File: config.mk
export PLATFORM = sky130hd
export DESIGN_NAME = cmoc_mode_ctrl
export DESIGN_NICKNAME = d
export VERILOG_FILES = /design/src/include/cmoc_pkg.sv /design/src/include/cmoc_stream_if.sv /design/src/core/cmoc_fifo.sv /design/src/core/cmoc_mode_ctrl.sv
export SDC_FILE = /design/constraint.sdc
export NUM_CORES = 1
export LEC_CHECK = 0
export ABC_AREA = 1
export BUFFER_PORTS_ARGS = -buffer_cell sky130_fd_sc_hd__buf_2
export CAP_MARGIN = 10
export CORE_MARGIN = 2
export CORE_UTILIZATION = 45
export CTS_CLUSTER_DIAMETER = 50
export DETAILED_ROUTE_END_ITERATION = 6
export PLACE_DENSITY = 0.58
export SLEW_MARGIN = 15
export SYNTH_ARGS = -nofsm -noshare
export SYNTH_HDL_FRONTEND = slang
export SYNTH_SLANG_ARGS = --single-unit
File: constraint.sdc
create_clock -name sys_clk -period 3.9 [get_ports sys_clk]
set_clock_uncertainty 0.05 [all_clocks]
set_input_delay 0.195 -clock sys_clk [delete_from_list [all_inputs] [get_ports sys_clk]]
set_output_delay 0.195 -clock sys_clk [all_outputs]
set_load 0.1 [all_outputs]
File: src/include/cmoc_pkg.sv
/*
 Constants and types for the CAN operating-mode controller.
 Assumes a single 25 MHz system clock and a CAN bit rate set by a bit time.
*/
package cmoc_pkg;
	localparam int CLK_HZ = 25_000_000;
	// Nominal bit time in ns (1 Mbit/s)
	localparam int BIT_TIME_NS = 1000;
	localparam int BIT_CYCLES = (BIT_TIME_NS * (CLK_HZ / 1_000_000)) / 1000;
	localparam int IDLE_BITS = 11;
	localparam int STD_ID_W = 11;
	localparam int EXT_ID_W = 29;
	// Received word layout: identifier in the low bits, frame-format flag above
	localparam int WORD_W = 32;
	localparam int ID_LSB = 0;
	localparam int STD_ID_LSB = EXT_ID_W - STD_ID_W;
	localparam int IDE_BIT = 29;
	localparam int RTR_BIT = 30;
	localparam int FIFO_DEPTH = 16;
	localparam logic RECESSIVE = 1'h1;
	localparam logic DOMINANT = 1'h0;
	localparam logic [3:0] RST_STATE = 4'h1;

	typedef enum logic [3:0] {
		ST_SLEEP = 4'h1,
		ST_INIT = 4'h2,
		ST_SYNC = 4'h4,
		ST_NORMAL = 4'h8
	} cmoc_state_t;
endpackage

File: src/include/cmoc_stream_if.sv
/*
 Valid/ready word stream between the mode controller and its buffer.
 Assumes both ends on sys_clk; a word moves when valid and ready are both high.
*/
`timescale 1ns/1ns
`default_nettype none
interface cmoc_stream_if #(parameter int W = 32);
	logic valid;
	logic ready;
	logic [W-1:0] data;
	modport src (output valid, output data, input ready);
	modport snk (input valid, input data, output ready);
endinterface
`default_nettype wire

File: src/core/cmoc_fifo.sv
/*
 Synchronous FIFO with a registered output stage.
 Assumes one clock; the drain side may hold ready low to stall.
*/
`timescale 1ns/1ns
`default_nettype none
module cmoc_fifo #(
	parameter int WIDTH = 32,
	parameter int DEPTH = 16
) (
	// Clock and reset
	input wire logic sys_clk,
	input wire logic reset_n,
	// Fill and drain sides
	cmoc_stream_if.snk in_s,
	cmoc_stream_if.src out_s
);
	localparam int AW = $clog2(DEPTH);
	localparam logic [AW:0] DEPTH_C = (AW+1)'(DEPTH);

	logic [WIDTH-1:0] mem_ff [DEPTH];
	logic [AW-1:0] wr_ptr_ff;
	logic [AW-1:0] rd_ptr_ff;
	logic [AW:0] count_ff;
	logic [AW:0] nxt_count;
	logic in_ready_ff;
	logic out_valid_ff;
	logic [WIDTH-1:0] out_data_ff;
	logic push;
	logic pop;

	assign push = in_s.valid && in_ready_ff;
	// Refill the output stage when it is empty or being taken
	assign pop = (count_ff != '0) && (!out_valid_ff || out_s.ready);
	assign in_s.ready = in_ready_ff;
	assign out_s.valid = out_valid_ff;
	assign out_s.data = out_data_ff;

	always_comb begin
		nxt_count = count_ff;
		if (push && !pop) begin
			nxt_count = count_ff + 1'b1;
		end else if (pop && !push) begin
			nxt_count = count_ff - 1'b1;
		end
	end

	always_ff @(posedge sys_clk) begin
		if (push) begin
			mem_ff[wr_ptr_ff] <= in_s.data;
		end
	end

	always_ff @(posedge sys_clk or negedge reset_n) begin
		if (!reset_n) begin
			wr_ptr_ff <= '0;
			rd_ptr_ff <= '0;
			count_ff <= '0;
			in_ready_ff <= 1'h0;
		end else begin
			if (push) begin
				wr_ptr_ff <= wr_ptr_ff + 1'b1;
			end
			if (pop) begin
				rd_ptr_ff <= rd_ptr_ff + 1'b1;
			end
			count_ff <= nxt_count;
			// Registered ready is honest: it only rises once a slot is free
			in_ready_ff <= nxt_count < DEPTH_C;
		end
	end

	always_ff @(posedge sys_clk or negedge reset_n) begin
		if (!reset_n) begin
			out_valid_ff <= 1'h0;
			out_data_ff <= '0;
		end else if (pop) begin
			out_valid_ff <= 1'h1;
			out_data_ff <= mem_ff[rd_ptr_ff];
		end else if (out_s.ready) begin
			out_valid_ff <= 1'h0;
		end
	end
endmodule
`default_nettype wire

File: src/core/cmoc_mode_ctrl.sv
/*
 Operating-mode controller of a CAN 2.0A/B node: sleep, initialization and
 normal modes, bus-idle synchronisation, wake-up, silent and loop-back paths,
 and a buffered path for received frame words.
 Assumes a protocol core on sys_clk that obeys core_clk_enable and core_bus_on,
 and software that keeps its request and test-select bits as levels.
*/
`timescale 1ns/1ns
`default_nettype none
module cmoc_mode_ctrl import cmoc_pkg::*; #(
	parameter int BIT_CYC = BIT_CYCLES,
	parameter int IDLE_N = IDLE_BITS,
	parameter int DEPTH = FIFO_DEPTH
) (
	// Clock and reset
	input wire logic sys_clk,
	input wire logic reset_n,
	// Software control bits
	input wire logic init_request,
	input wire logic sleep_request,
	input wire logic auto_wake_select,
	input wire logic wake_irq_enable,
	input wire logic listen_only_select,
	input wire logic self_loop_select,
	// Software status
	output logic init_acknowledge,
	output logic lowpower_acknowledge,
	output logic sleep_request_clear,
	output logic wake_irq,
	// Bus pins
	input wire logic bus_receive_pin,
	output logic bus_transmit_pin,
	output logic rx_pullup_enable,
	// Protocol core
	input wire logic core_tx,
	input wire logic core_frame_active,
	output logic core_rx,
	output logic core_clk_enable,
	output logic core_bus_on,
	output logic core_tx_allowed,
	output logic core_ack_err_ignore,
	// Received frame words from the core
	input wire logic rx_word_valid,
	input wire logic [WORD_W-1:0] rx_word_data,
	output logic rx_word_ready,
	// Received frame words to the mailbox
	output logic mbox_valid,
	output logic [WORD_W-1:0] mbox_data,
	input wire logic mbox_ready
);
	localparam int DW = $clog2(BIT_CYC + 1);
	localparam int IW = $clog2(IDLE_N + 1);
	localparam logic [DW-1:0] DIV_LAST = DW'(BIT_CYC - 1);
	localparam logic [IW-1:0] IDLE_LAST = IW'(IDLE_N);

	cmoc_state_t state_ff;
	cmoc_state_t nxt_state;
	logic rx_meta_ff;
	logic rx_sync_ff;
	logic rx_prev_ff;
	logic [DW-1:0] div_ff;
	logic bit_tick;
	logic [IW-1:0] idle_cnt_ff;
	logic idle_seen;
	logic sync_rx;
	logic wake_hit;
	logic init_ack_ff;
	logic lp_ack_ff;
	logic pullup_ff;
	logic sleep_clr_ff;
	logic wake_irq_ff;
	logic tx_pin_ff;
	logic core_rx_ff;
	logic clk_en_ff;
	logic bus_on_ff;
	logic tx_ok_ff;
	logic ack_ign_ff;
	logic accept;

	cmoc_stream_if #(.W(WORD_W)) fill_s ();
	cmoc_stream_if #(.W(WORD_W)) drain_s ();

	// Receive pin crosses in from the bus: two flops before any use
	always_ff @(posedge sys_clk or negedge reset_n) begin
		if (!reset_n) begin
			rx_meta_ff <= RECESSIVE;
			rx_sync_ff <= RECESSIVE;
			rx_prev_ff <= RECESSIVE;
		end else begin
			rx_meta_ff <= bus_receive_pin;
			rx_sync_ff <= rx_meta_ff;
			rx_prev_ff <= rx_sync_ff;
		end
	end

	// Bit-rate enable; the free-running divider only approximates bit sampling
	always_ff @(posedge sys_clk or negedge reset_n) begin
		if (!reset_n) begin
			div_ff <= '0;
		end else if (div_ff == DIV_LAST) begin
			div_ff <= '0;
		end else begin
			div_ff <= div_ff + 1'b1;
		end
	end
	assign bit_tick = (div_ff == DIV_LAST);

	// In loop-back the pin is disregarded, so the line looks idle
	assign sync_rx = self_loop_select ? RECESSIVE : rx_sync_ff;

	always_ff @(posedge sys_clk or negedge reset_n) begin
		if (!reset_n) begin
			idle_cnt_ff <= '0;
		end else if (state_ff != ST_SYNC) begin
			idle_cnt_ff <= '0;
		end else if (bit_tick) begin
			if (sync_rx == DOMINANT) begin
				idle_cnt_ff <= '0;
			end else if (idle_cnt_ff != IDLE_LAST) begin
				idle_cnt_ff <= idle_cnt_ff + 1'b1;
			end
		end
	end
	assign idle_seen = (idle_cnt_ff == IDLE_LAST);

	// Falling edge to dominant; this logic stays clocked in sleep
	assign wake_hit = (state_ff == ST_SLEEP) && rx_prev_ff && !rx_sync_ff;

	always_comb begin
		nxt_state = state_ff;
		unique case (state_ff)
			ST_SLEEP: begin
				// Init request is ignored here and never acknowledged
				if (!sleep_request || (wake_hit && auto_wake_select)) begin
					nxt_state = ST_SYNC;
				end
			end
			ST_INIT: begin
				if (sleep_request) begin
					nxt_state = ST_SLEEP;
				end else if (!init_request) begin
					nxt_state = ST_SYNC;
				end
			end
			ST_SYNC: begin
				// After an auto wake the sleep bit clears one edge after the pulse; do not fall back asleep
				if (init_request) begin
					nxt_state = ST_INIT;
				end else if (sleep_request && !sleep_clr_ff) begin
					nxt_state = ST_SLEEP;
				end else if (idle_seen) begin
					nxt_state = ST_NORMAL;
				end
			end
			ST_NORMAL: begin
				// A frame in progress is finished before the mode changes
				if (!core_frame_active && init_request) begin
					nxt_state = ST_INIT;
				end else if (!core_frame_active && sleep_request) begin
					nxt_state = ST_SLEEP;
				end
			end
			default: begin
				nxt_state = ST_SLEEP;
			end
		endcase
	end

	always_ff @(posedge sys_clk or negedge reset_n) begin
		if (!reset_n) begin
			state_ff <= ST_SLEEP;
		end else begin
			state_ff <= nxt_state;
		end
	end

	// Acknowledges follow the mode actually held; sync keeps the old one
	always_ff @(posedge sys_clk or negedge reset_n) begin
		if (!reset_n) begin
			init_ack_ff <= 1'h0;
			lp_ack_ff <= 1'h1;
			pullup_ff <= 1'h1;
		end else if (nxt_state != state_ff) begin
			unique case (nxt_state)
				ST_INIT: begin
					init_ack_ff <= 1'h1;
					lp_ack_ff <= 1'h0;
					pullup_ff <= 1'h0;
				end
				ST_SLEEP: begin
					init_ack_ff <= 1'h0;
					lp_ack_ff <= 1'h1;
					pullup_ff <= 1'h0;
				end
				ST_NORMAL: begin
					init_ack_ff <= 1'h0;
					lp_ack_ff <= 1'h0;
				end
				ST_SYNC: begin
					init_ack_ff <= init_ack_ff;
					lp_ack_ff <= lp_ack_ff;
				end
				default: begin
					init_ack_ff <= 1'h0;
					lp_ack_ff <= 1'h1;
				end
			endcase
		end
	end

	// Wake events: one-cycle pulses to the software register side
	always_ff @(posedge sys_clk or negedge reset_n) begin
		if (!reset_n) begin
			sleep_clr_ff <= 1'h0;
			wake_irq_ff <= 1'h0;
		end else begin
			sleep_clr_ff <= wake_hit && auto_wake_select;
			wake_irq_ff <= wake_hit && wake_irq_enable;
		end
	end

	// Core control; configuration inputs are never touched here
	always_ff @(posedge sys_clk or negedge reset_n) begin
		if (!reset_n) begin
			clk_en_ff <= 1'h0;
			bus_on_ff <= 1'h0;
			tx_ok_ff <= 1'h0;
			ack_ign_ff <= 1'h0;
		end else begin
			// Gating the core clock freezes every core status bit
			clk_en_ff <= (nxt_state != ST_SLEEP);
			bus_on_ff <= (nxt_state == ST_NORMAL);
			tx_ok_ff <= (nxt_state == ST_NORMAL) && !listen_only_select;
			ack_ign_ff <= self_loop_select;
		end
	end

	// Transmit pin and the core's receive view
	always_ff @(posedge sys_clk or negedge reset_n) begin
		if (!reset_n) begin
			tx_pin_ff <= RECESSIVE;
			core_rx_ff <= RECESSIVE;
		end else begin
			if (nxt_state != ST_NORMAL) begin
				tx_pin_ff <= RECESSIVE;
			end else if (listen_only_select) begin
				tx_pin_ff <= RECESSIVE;
			end else begin
				tx_pin_ff <= core_tx;
			end
			if (self_loop_select) begin
				core_rx_ff <= core_tx;
			end else if (listen_only_select) begin
				core_rx_ff <= rx_sync_ff & core_tx;
			end else begin
				core_rx_ff <= rx_sync_ff;
			end
		end
	end

	// Words hold 11-bit or 29-bit identifiers with a format flag
	assign accept = (state_ff == ST_NORMAL);
	assign fill_s.valid = rx_word_valid && accept;
	assign fill_s.data = rx_word_data;
	assign drain_s.ready = mbox_ready;

	cmoc_fifo #(
		.WIDTH(WORD_W),
		.DEPTH(DEPTH)
	) cmoc_fifo_inst (
		.sys_clk(sys_clk),
		.reset_n(reset_n),
		.in_s(fill_s),
		.out_s(drain_s)
	);

	assign init_acknowledge = init_ack_ff;
	assign lowpower_acknowledge = lp_ack_ff;
	assign sleep_request_clear = sleep_clr_ff;
	assign wake_irq = wake_irq_ff;
	assign bus_transmit_pin = tx_pin_ff;
	assign rx_pullup_enable = pullup_ff;
	assign core_rx = core_rx_ff;
	assign core_clk_enable = clk_en_ff;
	assign core_bus_on = bus_on_ff;
	assign core_tx_allowed = tx_ok_ff;
	assign core_ack_err_ignore = ack_ign_ff;
	assign rx_word_ready = fill_s.ready;
	assign mbox_valid = drain_s.valid;
	assign mbox_data = drain_s.data;
endmodule
`default_nettype wire

==> flow_metrics.tcl, run 1 <==
set metrics [dict create \
    outcome "completed" \
    gp_congestion 0.851 \
    post_cts_resized 0 \
    grt_max_degree 178 \
    start_util_pct 45.8 \
    core_area_mm2 0.0504 \
    grt-ovfl-total 0 \
    firstDrtPassIters 5 \
    numPortBuffers 89 \
    avgSynthCellArea_um2 13.2 \
    cts-root-buf "clkbuf_16" \
    fmax_ghz 0.351 \
    max_slew_margin_pct 42.3 \
    path_max_fanout 19 \
    vias_per_cell 5.69 \
    synthMuxAreaShare_pct 0.0868 \
    synth-compound-area-share_pct 12.1 \
    peakVddDrop_v 0.000705 \
    n_fill_cell 4211 \
    cts_sinks 586 \
    post_route_cells_drive_above_1_share_pct 13.3 \
    numCtsBuffers 66 \
    antenna_found_initial 0 \
    ys_seq_area_share_pct 74.7 \
    synthTopCellsByArea "edfxtp_1 67%, dfrtp_1 7.2%, nor2_1 5.9%" \
    yosys.cell_types.count 38 \
    drc 0 \
    areaGrowthSynthToFinish_pct 16.4 \
    fp-row-count 82 \
    regArea_mm2 0.0172 \
    num_io_pins 90 \
    cap_violations 0 \
    synth_warnings 0 \
    die_h_um 230 \
    path_class "reg -> reg" \
    place_hpwl_mm 32.1 \
    period_share_pct 73.1 \
    clk_pin_slew_ns 0.05 \
    worst_slew_pin_slew_ns 0.866 \
    yosysTopAreaCell "edfxtp_1" \
    gr-usage-all-layers_pct 22.4 \
    report.final.hold_viol_count 0 \
    slew_violations 0 \
    rsz0062_at_grt "false" \
    cts_setup_buffers 0 \
    grt_pass1_wl_mm 89.9 \
    final_antenna_net_count 0 \
    grt_pass1_vias 14900 \
    cpMostUsedCell "nand2_1" \
    synth_flop_cell "edfxtp_1" \
    fin_crit_ns 2.85 \
    clockBufferDepth 3 \
    power_density_mw_per_mm2 744 \
    synth_top_area_share_pct 66.6 \
    synth_adder_area_share_pct 0.651 \
    syn-num-nets 1806 \
    endpoint_kind "flip-flop" \
    cp_cell_sequence "inv_1 -> nand2_1 -> nor2_1 -> nand3_1 -> inv_2 -> nand2_1 -> nor2_4 -> buf_4" \
    fp.dieW_um 230 \
    routed_wl_mm 58.9 \
    design_area_mm2 0.0269 \
    setup_viol 0 \
    synth_xor_area_share_pct 0.342 \
    cp.arrival_ns 3.06 \
    nNetsFinal 1933 \
    finalSetupTns_ns 0 \
    synth-edff-count 512 \
    synthSimpleGateAreaFrac_pct 8.88 \
    drt_iter0_drc 1520 \
    synth_top_family_by_area "compound AO/OA/AOI/OAI gates" \
    cp_slowest_cell "nor2_4" \
    tritoncts "built" \
    cellLeakagePower_uw 0.00915 \
    syn_inst 1749 \
    multi_input_area_mm2 0.00520 \
    wl_per_cell_um 22.7 \
    netlist_area_mm2 0.0231 \
    cp-start-kind "flip-flop" \
    clock_latency_ns 0.58 \
    antenna_cells 0 \
    hold_path.class "in -> async" \
    cts_max_level 3 \
    placed_area_mm2 0.0243 \
    async_flop_share_pct 12.6 \
    via_count 14800 \
    cpPeakStageDelay_ns 0.64 \
    ys_ff_latch 586 \
    critPathRequiredTime_ns 4.11 \
    fp.dieArea_mm2 0.0531 \
]
## metrics by stage
step | instances | setup slack, ns | utilization, % | hold slack, ns | total power (uW)
detailed placement | 2435 | 1.06 | 48.3 | 0.254 | 14200
finish | 2599 | 1.05 | 53.3 | 0.186 | 20000
global route | 2599 | 0.801 | 53.3 | 0.195 | 21000
CTS | 2599 | 1.04 | 53.3 | 0.180 | 20100
global placement | 2435 | 1.12 | 48.3 | 0.253 | 14100
floorplan | 1749 | 0.609 | - | -0.151 | 12400
## area by class of cell
class | count | area share [%]
clock buffers | 101 | 7.26
clock inverters | 18 | 0.503
inverters | 47 | 0.680
multi-input cells | 1005 | 19.4
flip-flops and latches | 586 | 64.2
well taps | 672 | 3.13
repair buffers | 170 | 4.82
## worst max-delay path, delay by kind of cell (launching register included)
| family | cells | cell delay, ns |
|---|---|---|
| buffers and inverters | 3 | 0.66 |
| DFF | 1 | 0.45 |
| and+or+nand+nor | 5 | 1.35 |
## synthesized netlist by cell type (14+ instances only)
library cell,n
a21oi_1,14
clkbuf_1,47
nand2_1,72
edfxtp_1,512
o21ai_0,265
nor2_1,365
o221ai_1,86
buf_2,32
o21ai_1,27
a31oi_1,30
nand3_1,59
o22ai_1,42
inv_1,40
dfrtp_1,66
## logic make-up after synthesis
group,after synthesis
adders and majority gates,12
xor gates and xnor gates,9
DFF,586
and+or+nand+nor,512
buffers and inverters,158
AOI/OAI and AO/OA,470
muxes,2
## flip-flops by register name (all words and copies together), names as in the netlist, 4 cells and up
register / cells
cmoc_fifo_inst.wr_ptr_ff: 4
state_ff: 4
cmoc_fifo_inst.out_s.data: 32
cmoc_fifo_inst.mem_ff: 512
div_ff: 5
cmoc_fifo_inst.count_ff: 5
idle_cnt_ff: 4
cmoc_fifo_inst.rd_ptr_ff: 4
## worst paths after layout
kind,startpoint,endpoint,slack [ns],cells past startpoint
setup / recovery,state_ff[1],cmoc_fifo_inst.mem_ff[13][11],1.05,8
hold / removal,reset_n,cmoc_fifo_inst.out_s.data[7],0.19,2
setup reg to reg,state_ff[1],cmoc_fifo_inst.mem_ff[13][11],1.05,8
hold reg to reg,rx_meta_ff,rx_sync_ff,0.31,0
max in group asynchronous,reset_n,cmoc_fifo_inst.out_s.data[31],2.72,3
min in group sys_clk,bus_receive_pin,rx_meta_ff,0.22,2
## repair_timing
action,4_1_cts,5_1_grt
hold endpoints to repair,567,0
endpoints found under the setup margin,0,0
hold buffers,45,0
## power breakdown
part | internal [uW] | leakage (uW) | switching (uW)
Combinational | 1630 | 0.00268 | 5040
Clock | 3520 | 0.00102 | 2400
Sequential | 7110 | 0.00546 | 268
## per-layer routing
layer / track usage, % / vias to the layer above / share of wire [%] / wire [um]
li1: - / 6768 / - / -
met1: 29.8 / 7427 / 43 / 25100
met2: 37.1 / 483 / 49 / 28800
met3: 3.58 / 111 / 5.6 / 3330
met4: 8.55 / 0 / 2.9 / 1690
met5: 0 / - / 0 / 0
## layout by cell type, fill, tap and decap left out, types with 30 or more instances in the layout
master           n
a31oi_1         30
buf_2           88
inv_1           38
dlygate4sd3_1   45
edfxtp_1       512
nor2_1         349
o21ai_0        265
dfrtp_1         63
nand2_1         72
o22ai_1         42
o221ai_1        86
nand3_1         59
clkbuf_16       71
No activity file was read; power rests on OpenSTA's default activity.
==> run 2: changes to the inputs <==
- PLACE_DENSITY: 0.58 -> 0.6
- clock period: 3.9 -> 2.6 ns (I/O delays scaled with it)
==> run 2 against run 1 <==
Net effect: count of clock-buffer cells in the layout down 14; core utilization rose by 1.3 points; global-route usage shrank 0.86 points; critical path depth unchanged; die area unchanged; total power increased by 55%; first-iteration DRC count decreased by 19%; critical endpoint is now cmoc_fifo_inst.mem_ff[12][2]; worst hold slack got worse by 0.080 ns; maximum frequency grew 19%; non-clock buffer count is 26 higher; sequential power rose by 49%.
==> flow_metrics.tcl, run 2 (synthesis gave the netlist of run 1 again) <==
set metrics [dict create \
    largest_register_ffs 512 \
    endpoint_kind "flip-flop" \
    gr-usage-all-layers_pct 21.5 \
    numCtsBuffers 68 \
    multi_input_area_mm2 0.00520 \
    start_util_pct 45.8 \
    reg2reg_depth 8 \
    setup_viol 0 \
    period_share_pct 91.9 \
    cp-start-kind "flip-flop" \
    path_max_fanout 12 \
    place_hpwl_mm 33.0 \
    drt_iter0_drc 1230 \
    grt_pass1_vias 14600 \
    cts_sinks 586 \
    areaGrowthSynthToFinish_pct 19.3 \
    clk_pin_slew_ns 0.06 \
    timing.final.ws_setup_ns 0.210 \
    timing.rr.end "cmoc_fifo_inst.mem_ff[12][2]" \
    finalPower_uw 31000 \
    num_io_pins 90 \
    peakVddDrop_v 0.000634 \
    grt_pass1_wl_mm 86.7 \
    clock_latency_ns 0.60 \
    cts_max_level 3 \
    antenna_found_initial 2 \
    fp.dieArea_mm2 0.0531 \
    fmax_ghz 0.418 \
    max_slew_margin_pct 47.9 \
    power_density_mw_per_mm2 1130 \
    rrSetupSlack_ns 0.21 \
    design_area_mm2 0.0275 \
    fin_crit_ns 2.39 \
    finalSetupTns_ns 0 \
    gp_congestion 0.853 \
    routed_wl_mm 56.6 \
    wl_per_cell_um 21.5 \
    outcome "completed" \
    fp.dieW_um 230 \
    slew_violations 0 \
    reg2reg_from "state_ff[1]" \
    grt-ovfl-total 0 \
    regArea_mm2 0.0172 \
    die_h_um 230 \
    final_cell_mix "512 x edfxtp_1, 349 x nor2_1, 265 x o21ai_0" \
    firstDrtPassIters 5 \
    clockBufferDepth 3 \
    cap_violations 0 \
    dp_slack_ns 0.257 \
    report.final.hold_viol_count 0 \
    fp-row-count 82 \
    nNetsFinal 1961 \
    drc 0 \
    hold_path.class "in -> async" \
    cts-root-buf "clkbuf_16" \
    layout_commonest_cell "edfxtp_1" \
    placed_area_mm2 0.0248 \
    core_area_mm2 0.0504 \
    numPortBuffers 89 \
    critPathRequiredTime_ns 2.83 \
    rsz0062_at_grt "false" \
    tritoncts "built" \
    via_count 14800 \
    cellLeakagePower_uw 0.00946 \
    cts_setup_buffers 0 \
    worst_slew_pin_slew_ns 0.781 \
    grt_max_degree 91 \
    top_register "cmoc_fifo_inst.mem_ff" \
    path_class "reg -> reg" \
    vias_per_cell 5.61 \
    post_route_cells_drive_above_1_share_pct 15.0 \
    n_fill_cell 4129 \
    final_antenna_net_count 0 \
    cp.arrival_ns 2.62 \
    hold_slack_ns 0.105 \
]
-- run 2: cell types whose count changed in the layout (fill, tap and decap cells not counted), sizes merged --
cell	change
buf	+25
bufinv	+8
clkbuf	-14
clkinv	+7
clkinvlp	+2
diode	+1
dlygate4sd3	+1
inv	+4
-- run 2: routing by layer --
metal	global-route usage, %	up-vias	routed length (um)
met1	29.2	7344	24400
met5	0	-	0
li1	-	6809	-
met4	6.98	0	1430
met2	35.6	533	27500
met3	3.51	94	3190
-- run 2: layout make-up --
cell class	count	area share, %
Sequential cell	586	62.6
Multi-Input combinational cell	1005	18.9
Clock buffer	87	6.59
Timing Repair Buffer	196	6.46
Tap cell	672	3.05
Clock inverter	39	1.66
Inverter	47	0.664
Antenna cell	1	0.00909
-- run 2: what timing repair did --
| item | CTS | global route |
|---|---|---|
| hold endpoints to repair | 573 | 0 |
| hold buffers | 46 | 0 |
| resized for setup | 0 | 0 |
-- run 2: worst max-delay path: stages (launching register included) --
cell,delay [ns]
dfrtp_1,0.45
inv_1,0.11
nand2_1,0.08
nor2_1,0.17
nand3_1,0.21
inv_2,0.22
nand2_1,0.27
nor2_4,0.21
buf_4,0.28
-- run 2: how the worst max path moves through the flow --
stage                                          from                             to
after global placement                  state_ff[1]   cmoc_fifo_inst.mem_ff[0][10]
after floorplan           cmoc_fifo_inst.in_s.ready    cmoc_fifo_inst.mem_ff[0][0]
after detailed placement                state_ff[1]    cmoc_fifo_inst.mem_ff[0][3]
after global routing                    state_ff[1]  cmoc_fifo_inst.mem_ff[12][28]
after CTS                               state_ff[1]   cmoc_fifo_inst.mem_ff[0][31]
final                                   state_ff[1]   cmoc_fifo_inst.mem_ff[12][2]
-- run 2: through the flow --
step	cells	util, %
detailed placement	2460	49.2
finish	2633	54.6
global route	2633	54.6
floorplan	1749	-
CTS	2632	54.6
global placement	2460	49.2
-- run 2: power by group --
group / internal (uW) / switching (uW)
registers: 10700 / 339
logic: 2730 / 7580
clock network: 5880 / 3780
